$ cat src/core/tmz_defs.svh
// Register map, field positions, reset values and timing counts for the
// timer0 block with its shared scaler.
// Assumes an include from the package or the design file, by bare name.
`ifndef TMZ_DEFS_SVH
`define TMZ_DEFS_SVH

// ==========================================================================
// Register offsets
`define TMZ_OFS_COUNT        8'h01
`define TMZ_OFS_INTCTL       8'h0B
`define TMZ_OFS_OPTION       8'h81
`define TMZ_OFS_PORTA_DIR    8'h85
`define TMZ_OFS_IRQ_STATUS   8'h90
`define TMZ_OFS_IRQ_CLEAR    8'h91
`define TMZ_OFS_IRQ_ENABLE   8'h92

// ==========================================================================
// Field positions
`define TMZ_INTCTL_OVF_FLAG  2
`define TMZ_INTCTL_OVF_EN    5
`define TMZ_IRQ_OVF          0
`define TMZ_IRQ_WDT          1
`define TMZ_IRQ_W            2

// ==========================================================================
// Reset values
`define TMZ_RST_COUNT        8'h00
`define TMZ_RST_INTCTL       8'h00
`define TMZ_RST_OPTION       8'hFF
`define TMZ_RST_PORTA_DIR    6'h3F

// ==========================================================================
// Timing
`define TMZ_CLK_NS           50
`define TMZ_INSTR_NS         200
`define TMZ_INSTR_CLKS       (`TMZ_INSTR_NS / `TMZ_CLK_NS)
`define TMZ_INHIBIT_INSTR    2
`define TMZ_WDT_BASE_CLKS    20000

`endif

$ cat src/core/tmz_pkg.sv
// Types shared by the timer0 block and its users.
// Assumes tmz_defs.svh sits beside it.
`include "tmz_defs.svh"

package tmz_pkg;

    // ======================================================================
    // Option register layout, bit 7 first
    typedef struct packed {
        logic       pullup_off;
        logic       int_edge;
        logic       clock_source_select;
        logic       edge_select;
        logic       scaler_assignment;
        logic [2:0] scaler_ratio;
    } tmz_option_t;

    // ======================================================================
    // One register access from the processor side
    typedef struct packed {
        logic [7:0] addr;
        logic [7:0] wdata;
        logic       wr;
        logic       rd;
    } tmz_req_t;

endpackage : tmz_pkg

$ cat src/core/tmz_timer0.sv
// Timer0 with an 8-bit scaler shared with the watchdog.
// Assumes the core clock at 20 MHz, a processor-side register port with
// one-cycle strobes, and an external count pin from outside the clock.
//
// Function
// Timer mode counts once per instruction cycle without prescaler.
// A count write blocks counting for the next two instruction cycles.
// Counter mode counts pin edges; edge select clear rising, set falling.
// Pin is synchronised before counting; count advances after a delay.
// One 8-bit scaler serves timer or watchdog, never both.
// Scaler contents are not visible or writable through any register.
// Option bits 3:0 hold scaler assignment and ratio.
// Scaler on timer divides from 1:2 to 1:256.
// Scaler on watchdog divides from 1:1 to 1:128.
// Ratio n gives 2^(n+1) for timer, 2^n for watchdog.
// Count write clears scaler when on timer; assignment and ratio kept.
// Clear-watchdog instruction clears scaler and watchdog when assigned.
// Scaler assignment may change any time without stopping timer.
// Software uses the safe sequence when moving scaler to watchdog.
// Rollover from FFh to 00h sets the overflow flag, bit 2.
// Overflow request masked while enable bit 5 is clear.
// Software clears the flag; hardware never clears it.
// Timer stops in sleep, so overflow never wakes the core.
// Flag sets on every rollover; enable gates only the request.
//
// The implementer's own choice: strobed register access.
`timescale 1ns/100ps
`default_nettype none
`include "tmz_defs.svh"

module tmz_timer0
    import tmz_pkg::*;
#(
    parameter int WDT_BASE_CLKS = `TMZ_WDT_BASE_CLKS,
    parameter int WDT_W         = 8
) (
    input  wire logic       clk_i,
    input  wire logic       rst_n_i,
    input  wire tmz_req_t   req_i,
    output logic [7:0]      rdata_o,
    input  wire logic       count_pin_i,
    input  wire logic       sleep_i,
    input  wire logic       clear_watchdog_i,
    input  wire logic       wdt_enable_i,
    output logic            overflow_req_o,
    output logic            wdt_timeout_o,
    output logic [5:0]      porta_dir_o,
    output logic            irq_o
);

    localparam int BASE_W = $clog2(WDT_BASE_CLKS + 1);

    // ======================================================================
    // Registers
    logic [7:0]             count_r;
    logic [7:0]             intctl_r;
    tmz_option_t            option_r;
    logic [5:0]             porta_dir_r;
    logic [`TMZ_IRQ_W-1:0]  irq_status_r;
    logic [`TMZ_IRQ_W-1:0]  irq_enable_r;
    logic [7:0]             rdata_r;

    logic [1:0]             phase_r;
    logic                   instr_en;
    logic [1:0]             inhibit_r;
    logic                   pin_s1_r;
    logic                   pin_s2_r;
    logic                   pin_s3_r;
    logic                   sel_edge;
    logic                   ext_tick_r;
    logic                   src_tick;
    logic                   gated_tick;
    logic [7:0]             scaler_r;
    logic [7:0]             ratio_mask;
    logic                   scaler_in;
    logic                   scaler_out;
    logic                   timer_inc;
    logic                   wdt_tick;
    logic                   overflow;
    logic [BASE_W-1:0]      base_cnt_r;
    logic                   base_tick;
    logic [WDT_W-1:0]       wdt_cnt_r;
    logic                   wdt_timeout_r;

    logic wr_count;
    logic wr_intctl;
    logic wr_option;
    logic wr_dir;
    logic wr_irq_clr;
    logic wr_irq_en;

    assign wr_count   = req_i.wr && (req_i.addr == `TMZ_OFS_COUNT);
    assign wr_intctl  = req_i.wr && (req_i.addr == `TMZ_OFS_INTCTL);
    assign wr_option  = req_i.wr && (req_i.addr == `TMZ_OFS_OPTION);
    assign wr_dir     = req_i.wr && (req_i.addr == `TMZ_OFS_PORTA_DIR);
    assign wr_irq_clr = req_i.wr && (req_i.addr == `TMZ_OFS_IRQ_CLEAR);
    assign wr_irq_en  = req_i.wr && (req_i.addr == `TMZ_OFS_IRQ_ENABLE);

    // ======================================================================
    // Instruction-cycle enable: one pulse every four core clocks
    always_ff @(posedge clk_i or negedge rst_n_i) begin
        if (!rst_n_i) begin
            phase_r <= 2'h0;
        end else begin
            phase_r <= phase_r + 2'h1;
        end
    end
    assign instr_en = (phase_r == 2'(`TMZ_INSTR_CLKS - 1));

    // ======================================================================
    // External pin: two-flop synchroniser, then edge pick and one stage of
    // delay; pulses narrower than a core clock can be missed
    always_ff @(posedge clk_i or negedge rst_n_i) begin
        if (!rst_n_i) begin
            pin_s1_r   <= 1'b0;
            pin_s2_r   <= 1'b0;
            pin_s3_r   <= 1'b0;
            ext_tick_r <= 1'b0;
        end else begin
            pin_s1_r   <= count_pin_i;
            pin_s2_r   <= pin_s1_r;
            pin_s3_r   <= pin_s2_r;
            ext_tick_r <= sel_edge;
        end
    end
    assign sel_edge = option_r.edge_select ? (pin_s3_r && !pin_s2_r)
                                           : (!pin_s3_r && pin_s2_r);

    // ======================================================================
    // Source selection, sleep stop and post-write inhibit
    assign src_tick   = option_r.clock_source_select ? ext_tick_r
                                                     : instr_en;
    assign gated_tick = src_tick && !sleep_i && (inhibit_r == 2'h0);


    always_ff @(posedge clk_i or negedge rst_n_i) begin
        if (!rst_n_i) begin
            inhibit_r <= 2'h0;
        end else if (wr_count) begin
            inhibit_r <= 2'(`TMZ_INHIBIT_INSTR);
        end else if (instr_en && inhibit_r != 2'h0) begin
            inhibit_r <= inhibit_r - 2'h1;
        end
    end

    // ======================================================================
    // Shared scaler; no register path reads or loads it
    function automatic logic [7:0] ratio_mask_f(input logic to_wdt,
                                                input logic [2:0] n);
        logic [8:0] span;
        span = to_wdt ? (9'h001 << n) : (9'h002 << n);
        return 8'(span - 9'h001);
    endfunction

    assign ratio_mask = ratio_mask_f(option_r.scaler_assignment,
                                     option_r.scaler_ratio);
    assign scaler_in  = option_r.scaler_assignment ? base_tick
                                                   : gated_tick;
    assign scaler_out = scaler_in &&
                        ((scaler_r & ratio_mask) == ratio_mask);
    assign timer_inc  = option_r.scaler_assignment ? gated_tick
                                                   : scaler_out;
    assign wdt_tick   = option_r.scaler_assignment ? scaler_out
                                                   : base_tick;

    // Assignment is read live, so a change takes effect on the next tick
    // without stopping the timer
    always_ff @(posedge clk_i or negedge rst_n_i) begin
        if (!rst_n_i) begin
            scaler_r <= 8'h00;
        end else if (wr_count && !option_r.scaler_assignment) begin
            scaler_r <= 8'h00;
        end else if (clear_watchdog_i && option_r.scaler_assignment) begin
            scaler_r <= 8'h00;
        end else if (scaler_in) begin
            scaler_r <= scaler_r + 8'h01;
        end
    end

    // ======================================================================
    // Count register
    assign overflow = timer_inc && (count_r == 8'hFF);

    always_ff @(posedge clk_i or negedge rst_n_i) begin
        if (!rst_n_i) begin
            count_r <= `TMZ_RST_COUNT;
        end else if (wr_count) begin
            count_r <= req_i.wdata;
        end else if (timer_inc) begin
            count_r <= count_r + 8'h01;
        end
    end

    // ======================================================================
    // Interrupt control: the overflow flag wins over a clearing write
    always_ff @(posedge clk_i or negedge rst_n_i) begin
        if (!rst_n_i) begin
            intctl_r <= `TMZ_RST_INTCTL;
        end else if (wr_intctl) begin
            intctl_r <= req_i.wdata;
            intctl_r[`TMZ_INTCTL_OVF_FLAG] <=
                req_i.wdata[`TMZ_INTCTL_OVF_FLAG] || overflow;
        end else if (overflow) begin
            intctl_r[`TMZ_INTCTL_OVF_FLAG] <= 1'b1;
        end
    end
    assign overflow_req_o = intctl_r[`TMZ_INTCTL_OVF_EN] &&
                            intctl_r[`TMZ_INTCTL_OVF_FLAG];

    // ======================================================================
    // Option and port direction
    always_ff @(posedge clk_i or negedge rst_n_i) begin
        if (!rst_n_i) begin
            option_r <= tmz_option_t'(`TMZ_RST_OPTION);
        end else if (wr_option) begin
            option_r <= tmz_option_t'(req_i.wdata);
        end
    end

    always_ff @(posedge clk_i or negedge rst_n_i) begin
        if (!rst_n_i) begin
            porta_dir_r <= `TMZ_RST_PORTA_DIR;
        end else if (wr_dir) begin
            porta_dir_r <= req_i.wdata[5:0];
        end
    end
    assign porta_dir_o = porta_dir_r;

    // ======================================================================
    // Watchdog: base divider stands in for its own oscillator and keeps
    // running in sleep
    always_ff @(posedge clk_i or negedge rst_n_i) begin
        if (!rst_n_i) begin
            base_cnt_r <= '0;
        end else if (base_tick) begin
            base_cnt_r <= '0;
        end else begin
            base_cnt_r <= base_cnt_r + 1'b1;
        end
    end
    assign base_tick = (base_cnt_r == BASE_W'(WDT_BASE_CLKS - 1));

    always_ff @(posedge clk_i or negedge rst_n_i) begin
        if (!rst_n_i) begin
            wdt_cnt_r     <= '0;
            wdt_timeout_r <= 1'b0;
        end else begin
            wdt_timeout_r <= 1'b0;
            if (clear_watchdog_i) begin
                wdt_cnt_r <= '0;
            end else if (wdt_enable_i && wdt_tick) begin
                wdt_cnt_r <= wdt_cnt_r + 1'b1;
                wdt_timeout_r <= &wdt_cnt_r;
            end
        end
    end
    assign wdt_timeout_o = wdt_timeout_r;

    // ======================================================================
    // Interrupt status, clear and enable; an event beats a clear
    always_ff @(posedge clk_i or negedge rst_n_i) begin
        if (!rst_n_i) begin
            irq_status_r <= '0;
        end else begin
            irq_status_r <= (irq_status_r &
                             ~(wr_irq_clr ? req_i.wdata[`TMZ_IRQ_W-1:0]
                                          : '0)) |
                            {wdt_timeout_r, overflow};
        end
    end

    always_ff @(posedge clk_i or negedge rst_n_i) begin
        if (!rst_n_i) begin
            irq_enable_r <= '0;
        end else if (wr_irq_en) begin
            irq_enable_r <= req_i.wdata[`TMZ_IRQ_W-1:0];
        end
    end
    assign irq_o = |(irq_status_r & irq_enable_r);

    // ======================================================================
    // Read data, one cycle after the strobe; unmapped reads give zero
    always_ff @(posedge clk_i or negedge rst_n_i) begin
        if (!rst_n_i) begin
            rdata_r <= 8'h00;
        end else if (req_i.rd) begin
            unique case (req_i.addr)
                `TMZ_OFS_COUNT:      rdata_r <= count_r;
                `TMZ_OFS_INTCTL:     rdata_r <= intctl_r;
                `TMZ_OFS_OPTION:     rdata_r <= option_r;
                `TMZ_OFS_PORTA_DIR:  rdata_r <= {2'h0, porta_dir_r};
                `TMZ_OFS_IRQ_STATUS: rdata_r <= 8'(irq_status_r);
                `TMZ_OFS_IRQ_ENABLE: rdata_r <= 8'(irq_enable_r);
                default:             rdata_r <= 8'h00;
            endcase
        end else begin
            rdata_r <= 8'h00;
        end
    end
    assign rdata_o = rdata_r;

    // ======================================================================
    // Assertions
    a_timer_mode_rate: assert property (@(posedge clk_i) disable iff (!rst_n_i)
        (!option_r.clock_source_select && option_r.scaler_assignment &&
         instr_en && !sleep_i && inhibit_r == 2'h0 && !wr_count)
        |=> count_r == $past(count_r) + 8'h01)
        else $error("timer mode did not count the instruction cycle");

    a_write_inhibit: assert property (@(posedge clk_i) disable iff (!rst_n_i)
        wr_count |=> (!timer_inc)[*4])
        else $error("count advanced right after a write");

    a_ext_edge_sync: assert property (@(posedge clk_i) disable iff (!rst_n_i)
        (option_r.clock_source_select && $rose(ext_tick_r))
        |-> $past(pin_s2_r, 1) != $past(pin_s3_r, 1))
        else $error("external tick without a synchronised edge");

    a_prescale_ratio: assert property (@(posedge clk_i) disable iff (!rst_n_i)
        (!option_r.scaler_assignment && timer_inc)
        |-> (scaler_r & ratio_mask) == ratio_mask)
        else $error("timer ticked before the scaler wrapped");

    a_scaler_wr_clr: assert property (@(posedge clk_i) disable iff (!rst_n_i)
        (wr_count && !option_r.scaler_assignment && !wr_option)
        |=> scaler_r == 8'h00 && option_r == $past(option_r))
        else $error("count write did not clear the scaler");

    a_scaler_wdt_clr: assert property (@(posedge clk_i) disable iff (!rst_n_i)
        (clear_watchdog_i && option_r.scaler_assignment && !wr_count)
        |=> scaler_r == 8'h00 && wdt_cnt_r == '0)
        else $error("watchdog clear missed scaler or counter");

    a_roll_sets_flag: assert property (@(posedge clk_i) disable iff (!rst_n_i)
        (timer_inc && count_r == 8'hFF && !wr_count)
        |=> count_r == 8'h00 && intctl_r[`TMZ_INTCTL_OVF_FLAG])
        else $error("rollover did not set the overflow flag");

    a_request_masked: assert property (@(posedge clk_i) disable iff (!rst_n_i)
        $rose(overflow_req_o) |-> intctl_r[`TMZ_INTCTL_OVF_EN])
        else $error("overflow request raised while masked");

    a_sleep_holds: assert property (@(posedge clk_i) disable iff (!rst_n_i)
        (sleep_i && !wr_count) |=> count_r == $past(count_r))
        else $error("count moved during sleep");

endmodule // tmz_timer0

`default_nettype wire

$ cat config.mk
export PLATFORM = sky130hd
export DESIGN_NAME = tmz_timer0
export DESIGN_NICKNAME = d
export VERILOG_FILES = /design/src/core/tmz_pkg.sv /design/src/core/tmz_timer0.sv
export VERILOG_INCLUDE_DIRS = /design/src /design/src/core
export SDC_FILE = /design/constraint.sdc
export NUM_CORES = 1
export LEC_CHECK = 0
export BUFFER_PORTS_ARGS = -buffer_cell sky130_fd_sc_hd__buf_4
export CAP_MARGIN = 15
export CORE_ASPECT_RATIO = 0.5
export CORE_MARGIN = 1
export CORE_UTILIZATION = 55
export DETAILED_ROUTE_END_ITERATION = 10
export GPL_ROUTABILITY_DRIVEN = 0
export HOLD_SLACK_MARGIN = 0.1
export MAX_ROUTING_LAYER = met4
export PLACE_DENSITY = 0.73
export SYNTH_ARGS = -nofsm -noshare
export SYNTH_HDL_FRONTEND = slang
export SYNTH_SLANG_ARGS = --single-unit
$ cat constraint.sdc
create_clock -name clk_i -period 3.85 [get_ports clk_i]
set_input_delay 0.385 -clock clk_i [delete_from_list [all_inputs] [get_ports clk_i]]
set_output_delay 0.385 -clock clk_i [all_outputs]
set_load 0.02 [all_outputs]
* Word-level counts from Yosys, hierarchy flattened
Index checks and enable logic that the tools add are counted.
** Word-level totals
- Register bits after elaboration :: 82
- Output and inout port bits :: 17
- Bits in latches :: 0
- Bits of input ports :: 24
- Memories :: 0
- ROM bits :: 0
- Bits in writable memories :: 0
** Operators by class
- $mul :: 0
- Reduce and logical (&&, ||, !) cells :: 31
- Mux-type cells :: 23
- Div/mod/pow operators :: 0
- Shift-type cells :: 2
- Equality and inequality tests :: 11
- $lt $le $gt $ge :: 0
- Add/sub/neg operators :: 7
- Bitwise logic cells :: 5
** Operators by type and width (count)
- 2-to-1 mux 8 bit :: 9
- equality test 8 bit, second input constant :: 6
- one-hot mux 8 bit (6 select lines) :: 1
- adder 8 x 1 -> 8 bit, second input constant :: 3
- logical AND 1 bit :: 17
- adder 15 x 1 -> 15 bit, second input constant :: 1
- equality test 15 bit, second input constant :: 1
- 2-to-1 mux 15 bit :: 1
- nonzero test 2 bit :: 5
- 2-to-1 mux 1 bit :: 9
- AND 8 bit :: 1
- equality test 8 x 1 -> 1 bit, second input constant :: 1
- equality test 8 x 4 -> 1 bit, second input constant :: 1
- equality test 8 bit :: 1
- AND reduction 8 bit :: 1
- << shifter 1 x 3 -> 8 bit, first input constant :: 1
- << shifter 2 x 3 -> 8 bit, first input constant :: 1
- subtractor 8 x 1 -> 8 bit, second input constant :: 1
- 2-to-1 mux 2 bit :: 3
- AND 2 bit :: 2
- logical NOT 1 bit :: 4
- nonzero test 3 bit :: 1
- adder 2 x 1 -> 2 bit, second input constant :: 1
- equality test 2 bit, second input constant :: 1
- other kinds (6) :: 6

* Depth between registers and ports, before layout
- Depth in word-level cells :: 10
- Gate-level depth with buffers :: 14

* Least setup slack after synthesis
Ideal clock, no wire load.
- Path kind :: register to register
- Start :: register option_r[0] (netlist name)
- End :: register wdt_cnt_r[3]
- Path slack :: 0.801 ns
- Period minus slack after synthesis :: 3.049 ns
- Path buffers :: 3
- Stages on the path, launching flop included :: 15
- Data arrival time :: 2.922 ns
- Cells stage by stage :: dfstp_2 inv_1 ha_1 clkbuf_1 nand2_1 ha_1 clkbuf_1 nor3b_1 o21ai_0 a221o_2 nor4b_2 a31o_1 buf_6 nand4_1 mux2_1
** Between the ends
- Word-level cells in the longest chain between the ends :: 9
** Ends and longest elaborated chain
- from (decl) :: RTL line tmz_timer0.sv:57 : tmz_option_t option_r;
- from (signal assigned) :: RTL line tmz_timer0.sv:214 : option_r <= tmz_option_t'(`TMZ_RST_OPTION);
- from (signal assigned) :: RTL line tmz_timer0.sv:216 : option_r <= tmz_option_t'(req_i.wdata);
- << shifter 2 x 3 -> 8 bit / << shifter 1 x 3 -> 8 bit (equally long branches) :: RTL line tmz_timer0.sv:151 : span = to_wdt ? (9'h001 << n) : (9'h002 << n);
- 2-to-1 mux 8 bit * :: RTL line tmz_timer0.sv:151
- subtractor 8 x 1 -> 8 bit * :: RTL line tmz_timer0.sv:152 : return 8'(span - 9'h001);
- AND 8 bit :: RTL line tmz_timer0.sv:160 : ((scaler_r & ratio_mask) == ratio_mask);
- equality test 8 bit * :: RTL line tmz_timer0.sv:160
- logical AND 1 bit * :: RTL line tmz_timer0.sv:159 : assign scaler_out = scaler_in &&
- 2-to-1 mux 1 bit * :: RTL line tmz_timer0.sv:163 : assign wdt_tick = option_r.scaler_assignment ? scaler_out
- logical AND 1 bit * :: RTL line tmz_timer0.sv:251 : end else if (wdt_enable_i && wdt_tick) begin
- nonzero test 2 bit (no line) *
- to (signal assigned) :: RTL line tmz_timer0.sv:252 : wdt_cnt_r <= wdt_cnt_r + 1'b1;
- to (decl) :: RTL line tmz_timer0.sv:82 : logic [WDT_W-1:0] wdt_cnt_r;
Every way passes the cells marked *; elsewhere a longest branch is shown, timed or not.
A chain may end at the register's enable or synchronous reset.

* Worst setup path in the final report
- Start :: register option_r[3] (netlist name)
- End :: register irq_status_r[0]
** Between the ends
- Word-level cells in the longest chain between the ends :: 8
** Ends and longest elaborated chain
- 2-to-1 mux 8 bit :: RTL line tmz_timer0.sv:151
- subtractor 8 x 1 -> 8 bit :: RTL line tmz_timer0.sv:152
- AND 8 bit :: RTL line tmz_timer0.sv:160
- equality test 8 bit :: RTL line tmz_timer0.sv:160
- logical AND 1 bit :: RTL line tmz_timer0.sv:159
- 2-to-1 mux 1 bit * :: RTL line tmz_timer0.sv:161 : assign timer_inc = option_r.scaler_assignment ? gated_tick
- logical AND 1 bit * :: RTL line tmz_timer0.sv:182 : assign overflow = timer_inc && (count_r == 8'hFF);
- OR 2 bit * :: RTL line tmz_timer0.sv:265 : irq_status_r <= (irq_status_r &
- to (signal assigned) :: RTL line tmz_timer0.sv:265
- to (decl) :: RTL line tmz_timer0.sv:59 : logic [`TMZ_IRQ_W-1:0] irq_status_r;
Marked as above.

==> flow_metrics.py <==
metrics = {
    "cts": {
        "cts_post_setup_buffers_inserted": 0,
        "cts_hold_buffers": 0,
        "clock_path_buffers": 2,
        "htreeDepth": 3,
        "cts_sinks": 82,
        "insertion_delay_ps": 350,
        "cts_tree": "built",
        "ctsResizeCount": 0,
        "numCtsBuffers": 9,
        "path_clk_slew_ps": 60,
        "root_buffer": "clkbuf_16",
    },
    "placement": {
        "hpwl_um": 6570,
        "placed_cells": 549,
        "io_buffers": 40,
    },
    "floorplan": {
        "initial_core_util_pct": 58.2,
        "core_area_um2": 7510,
        "io_pins": 41,
        "dieArea_um2": 8340,
        "std_cell_rows": 22,
        "die_height_um": 65.1,
        "die_x_um": 128,
    },
    "timing": {
        "fin_setup_tns_ps": 0,
        "worstMarginPinSlew_ps": 993,
        "slew_violations": 0,
        "rsz0062_at_grt": "false",
        "slew_headroom_pct": 33.8,
        "hold_viol": 0,
        "finalClockSkew_ps": 10.2,
        "layout_worst_path_cycle_share_pct": 86.9,
        "setup_viol": 0,
        "fin_crit_ps": 3350,
        "clock.fmax_mhz": 299,
    },
    "global_routing": {
        "track_usage_pct": 25.8,
        "antenna_found_initial": 0,
        "grt_max_degree": 83,
        "grt_pass1_wl_um": 15800,
        "grt_pass1_vias": 3199,
        "gr-total-overflow": 0,
    },
    "critical_path": {
        "reg2reg_depth": 10,
        "required_ps": 4100,
        "cp_slowest_cell": "dfstp_2",
        "cp.arrival_ps": 3600,
        "critical_path.cell_chain": "ha_1 -> nand2_1 -> ha_1 -> nor3b_1 -> a22oi_1 -> nand4_1 -> nor4b_4 -> nor2_1 -> or2_2 -> o21ai_0",
        "max_stage_delay_ps": 630,
        "reg2reg_to": "irq_status_r[0]",
        "worstReg2RegStart": "option_r[3]",
        "end_kind": "register",
        "rrSetupSlack_ps": 500,
        "path_common_cell": "ha_1",
        "critPathKind": "reg2reg",
        "cp_max_fo": 14,
        "start_kind": "register",
    },
    "logic_synthesis": {
        "synth.distinct_cells": 68,
        "avgSynthCellArea_um2": 10.7,
        "async_reset_ff_share_pct": 100,
        "synth-edff-count": 0,
        "syn_area_um2": 4380,
        "synthesis.nets": 443,
        "synthFlopType": "dfrtp_1",
        "ys_warn_count": 0,
        "ys_seq_area_share_pct": 47.3,
        "synth-seq-cells": 82,
        "syn_inst": 410,
    },
    "min_path": {
        "hold_path.startpoint": "count_pin_i",
        "min_path_type": "in2reg",
        "whs_path_depth": 1,
        "whs_endpoint": "pin_s1_r",
    },
    "final_layout": {
        "instances_no_fill": 565,
        "drive_gt1_share_pct": 25.2,
        "diodes": 0,
        "nNetsFinal": 485,
        "syn2layout_area_growth_pct": 14.6,
    },
    "run": {
        "drv_cap": 0,
    },
    "status": {
        "status": "finished, final reports clean",
    },
    "power_and_ir_drop": {
        "p_per_area_nw_per_um2": 410,
        "vdd_drop_max_mv": 0.277,
        "power_leakage_nw": 2.26,
    },
    "routing": {
        "vias": 3278,
        "antenna_left": 0,
        "drt-total-wl_um": 9380,
        "dr.pass1.iters": 6,
        "via_per_inst": 5.80,
        "post-route-drc-count": 0,
        "post_drt_wl_per_cell_um": 16.6,
        "drt_iter0_markers": 276,
    },
}
[Yosys cell counts, drive strengths merged, types with 2 or more instances]
library cell  number  share of area, %
a21boi             2              0.34
a21oi              7              0.80
a222oi             8               1.8
a22oi              6               1.3
a31o               2              0.40
and2               4              0.57
and3              13               1.9
buf                5              0.86
clkbuf             5              0.43
dfrtp             68                39
dfstp             14               8.4
ha                 9               2.6
inv                9              0.77
mux2              31               8.0
mux2i              8               1.8
nand2             32               2.8
nand2b             5              0.71
nand3             17               1.9
nand3b             3              0.51
nand4             11               1.6
nor2              45               4.0
nor2b              8               1.1
nor3               6              0.69
nor3b              5              0.86
nor4               4               1.1
nor4b              3               1.1
o211ai             3              0.63
o21ai             19               2.2
o31ai              2              0.34
or2b               2              0.34
or4                3              0.51
or4b               2              0.46
xnor2              9               1.8
xor2              19               3.8
[kinds of logic after synthesis]
family | count (synthesis) | synth area share, %
DFF | 82 | 47.3
buffers and inverters | 21 | 3.03
adders and majority gates | 9 | 2.57
xor gates and xnor gates | 28 | 5.60
muxes | 39 | 9.81
AOI/OAI and AO/OA | 60 | 10.0
and+or+nand+nor | 171 | 21.7
[placed cells by master (no fill, tap or decap), types with 2 or more instances in the layout]
cell type / synthesis / final
dfrtp_1: 68 / 68
nor2_1: 43 / 43
buf_4: 0 / 43
nand2_1: 31 / 31
mux2_2: 27 / 27
xor2_1: 19 / 19
o21ai_0: 18 / 18
nand3_1: 17 / 17
dfstp_2: 14 / 14
and3_1: 12 / 12
nand4_1: 11 / 11
inv_1: 9 / 9
xnor2_1: 9 / 9
ha_1: 9 / 9
clkbuf_16: 0 / 9
nor2b_1: 8 / 8
mux2i_1: 8 / 8
a222oi_1: 8 / 8
a21oi_1: 7 / 7
nor3_1: 6 / 6
nand2b_1: 5 / 5
nor3b_1: 5 / 5
a22oi_1: 5 / 5
and2_1: 4 / 4
mux2_1: 4 / 4
clkinvlp_4: 0 / 4
or4_1: 3 / 3
nand3b_1: 3 / 3
or4b_1: 2 / 2
or2b_1: 2 / 2
nor4_1: 2 / 2
o31ai_1: 2 / 2
nor2_2: 2 / 2
a21boi_0: 2 / 2
o211ai_1: 2 / 2
inv_6: 0 / 2
[worst max-delay path: cells and delay by family (launching register included)]
family	cells	cell delay (ps)
AND/OR/NAND/NOR	6	1500
flip-flops	1	630
AO/OA/AOI/OAI	2	330
adder cells (fa/ha/maj)	2	800
[sequential cells by signal (all words and copies together) (netlist names)]
register       cells
base_cnt_r        15
count_r            8
intctl_r           8
option_r           8
rdata_o            8
scaler_r           8
wdt_cnt_r          8
porta_dir_o        6
inhibit_r          2
irq_enable_r       2
irq_status_r       2
phase_r            2
ext_tick_r         1
pin_s1_r           1
pin_s2_r           1
pin_s3_r           1
wdt_timeout_o      1
[where the power goes]
part | internal, mW | switching, mW | total (mW)
Clock | 0.439 | 0.362 | 0.802
Sequential | 0.922 | 0.0616 | 0.983
Combinational | 0.124 | 0.146 | 0.270
[final cells by class]
class,count,area [µm²]
clock buffer,9,225
clock inverter,7,52.6
fill,590,2500
inverter,9,33.8
multi-input combinational,307,2170
sequential,82,2070
tap,108,135
timing repair buffer,43,323
[metal layers]
layer  vias up  share of wire, %  global-route usage (%)
met4         0               1.3                    7.94
met5         -                 0                       -
li1       1570                 -                       -
met1      1614                44                    31.0
met2        82                49                    42.9
met3        12               5.0                    7.02
[stage by stage]
step / power, mW / hold slack (ps) / setup slack [ps] / utilization, % / cell area, µm²
global placement: 1.25 / 336 / 672 / 63.0 / 4740
CTS: 2.07 / 149 / 518 / 66.7 / 5010
finish: 2.06 / 155 / 504 / 66.7 / 5010
detailed placement: 1.27 / 371 / 531 / 63.0 / 4740
floorplan: 1.17 / 89.4 / 801 / - / 4380
global route: 2.15 / 139 / 265 / 66.7 / 5010
[worst max path at each step]
stage                 from              end  cells past startpoint
2_1_floorplan  option_r[0]     wdt_cnt_r[3]                     14
3_3_place_gp   option_r[3]     wdt_cnt_r[5]                     10
3_5_place_dp   option_r[3]  irq_status_r[0]                     10
4_1_cts        option_r[3]     wdt_cnt_r[3]                     10
5_1_grt        option_r[3]  irq_status_r[0]                     10
6_report       option_r[3]  irq_status_r[0]                     10
Power figures use the tool's default switching activity.
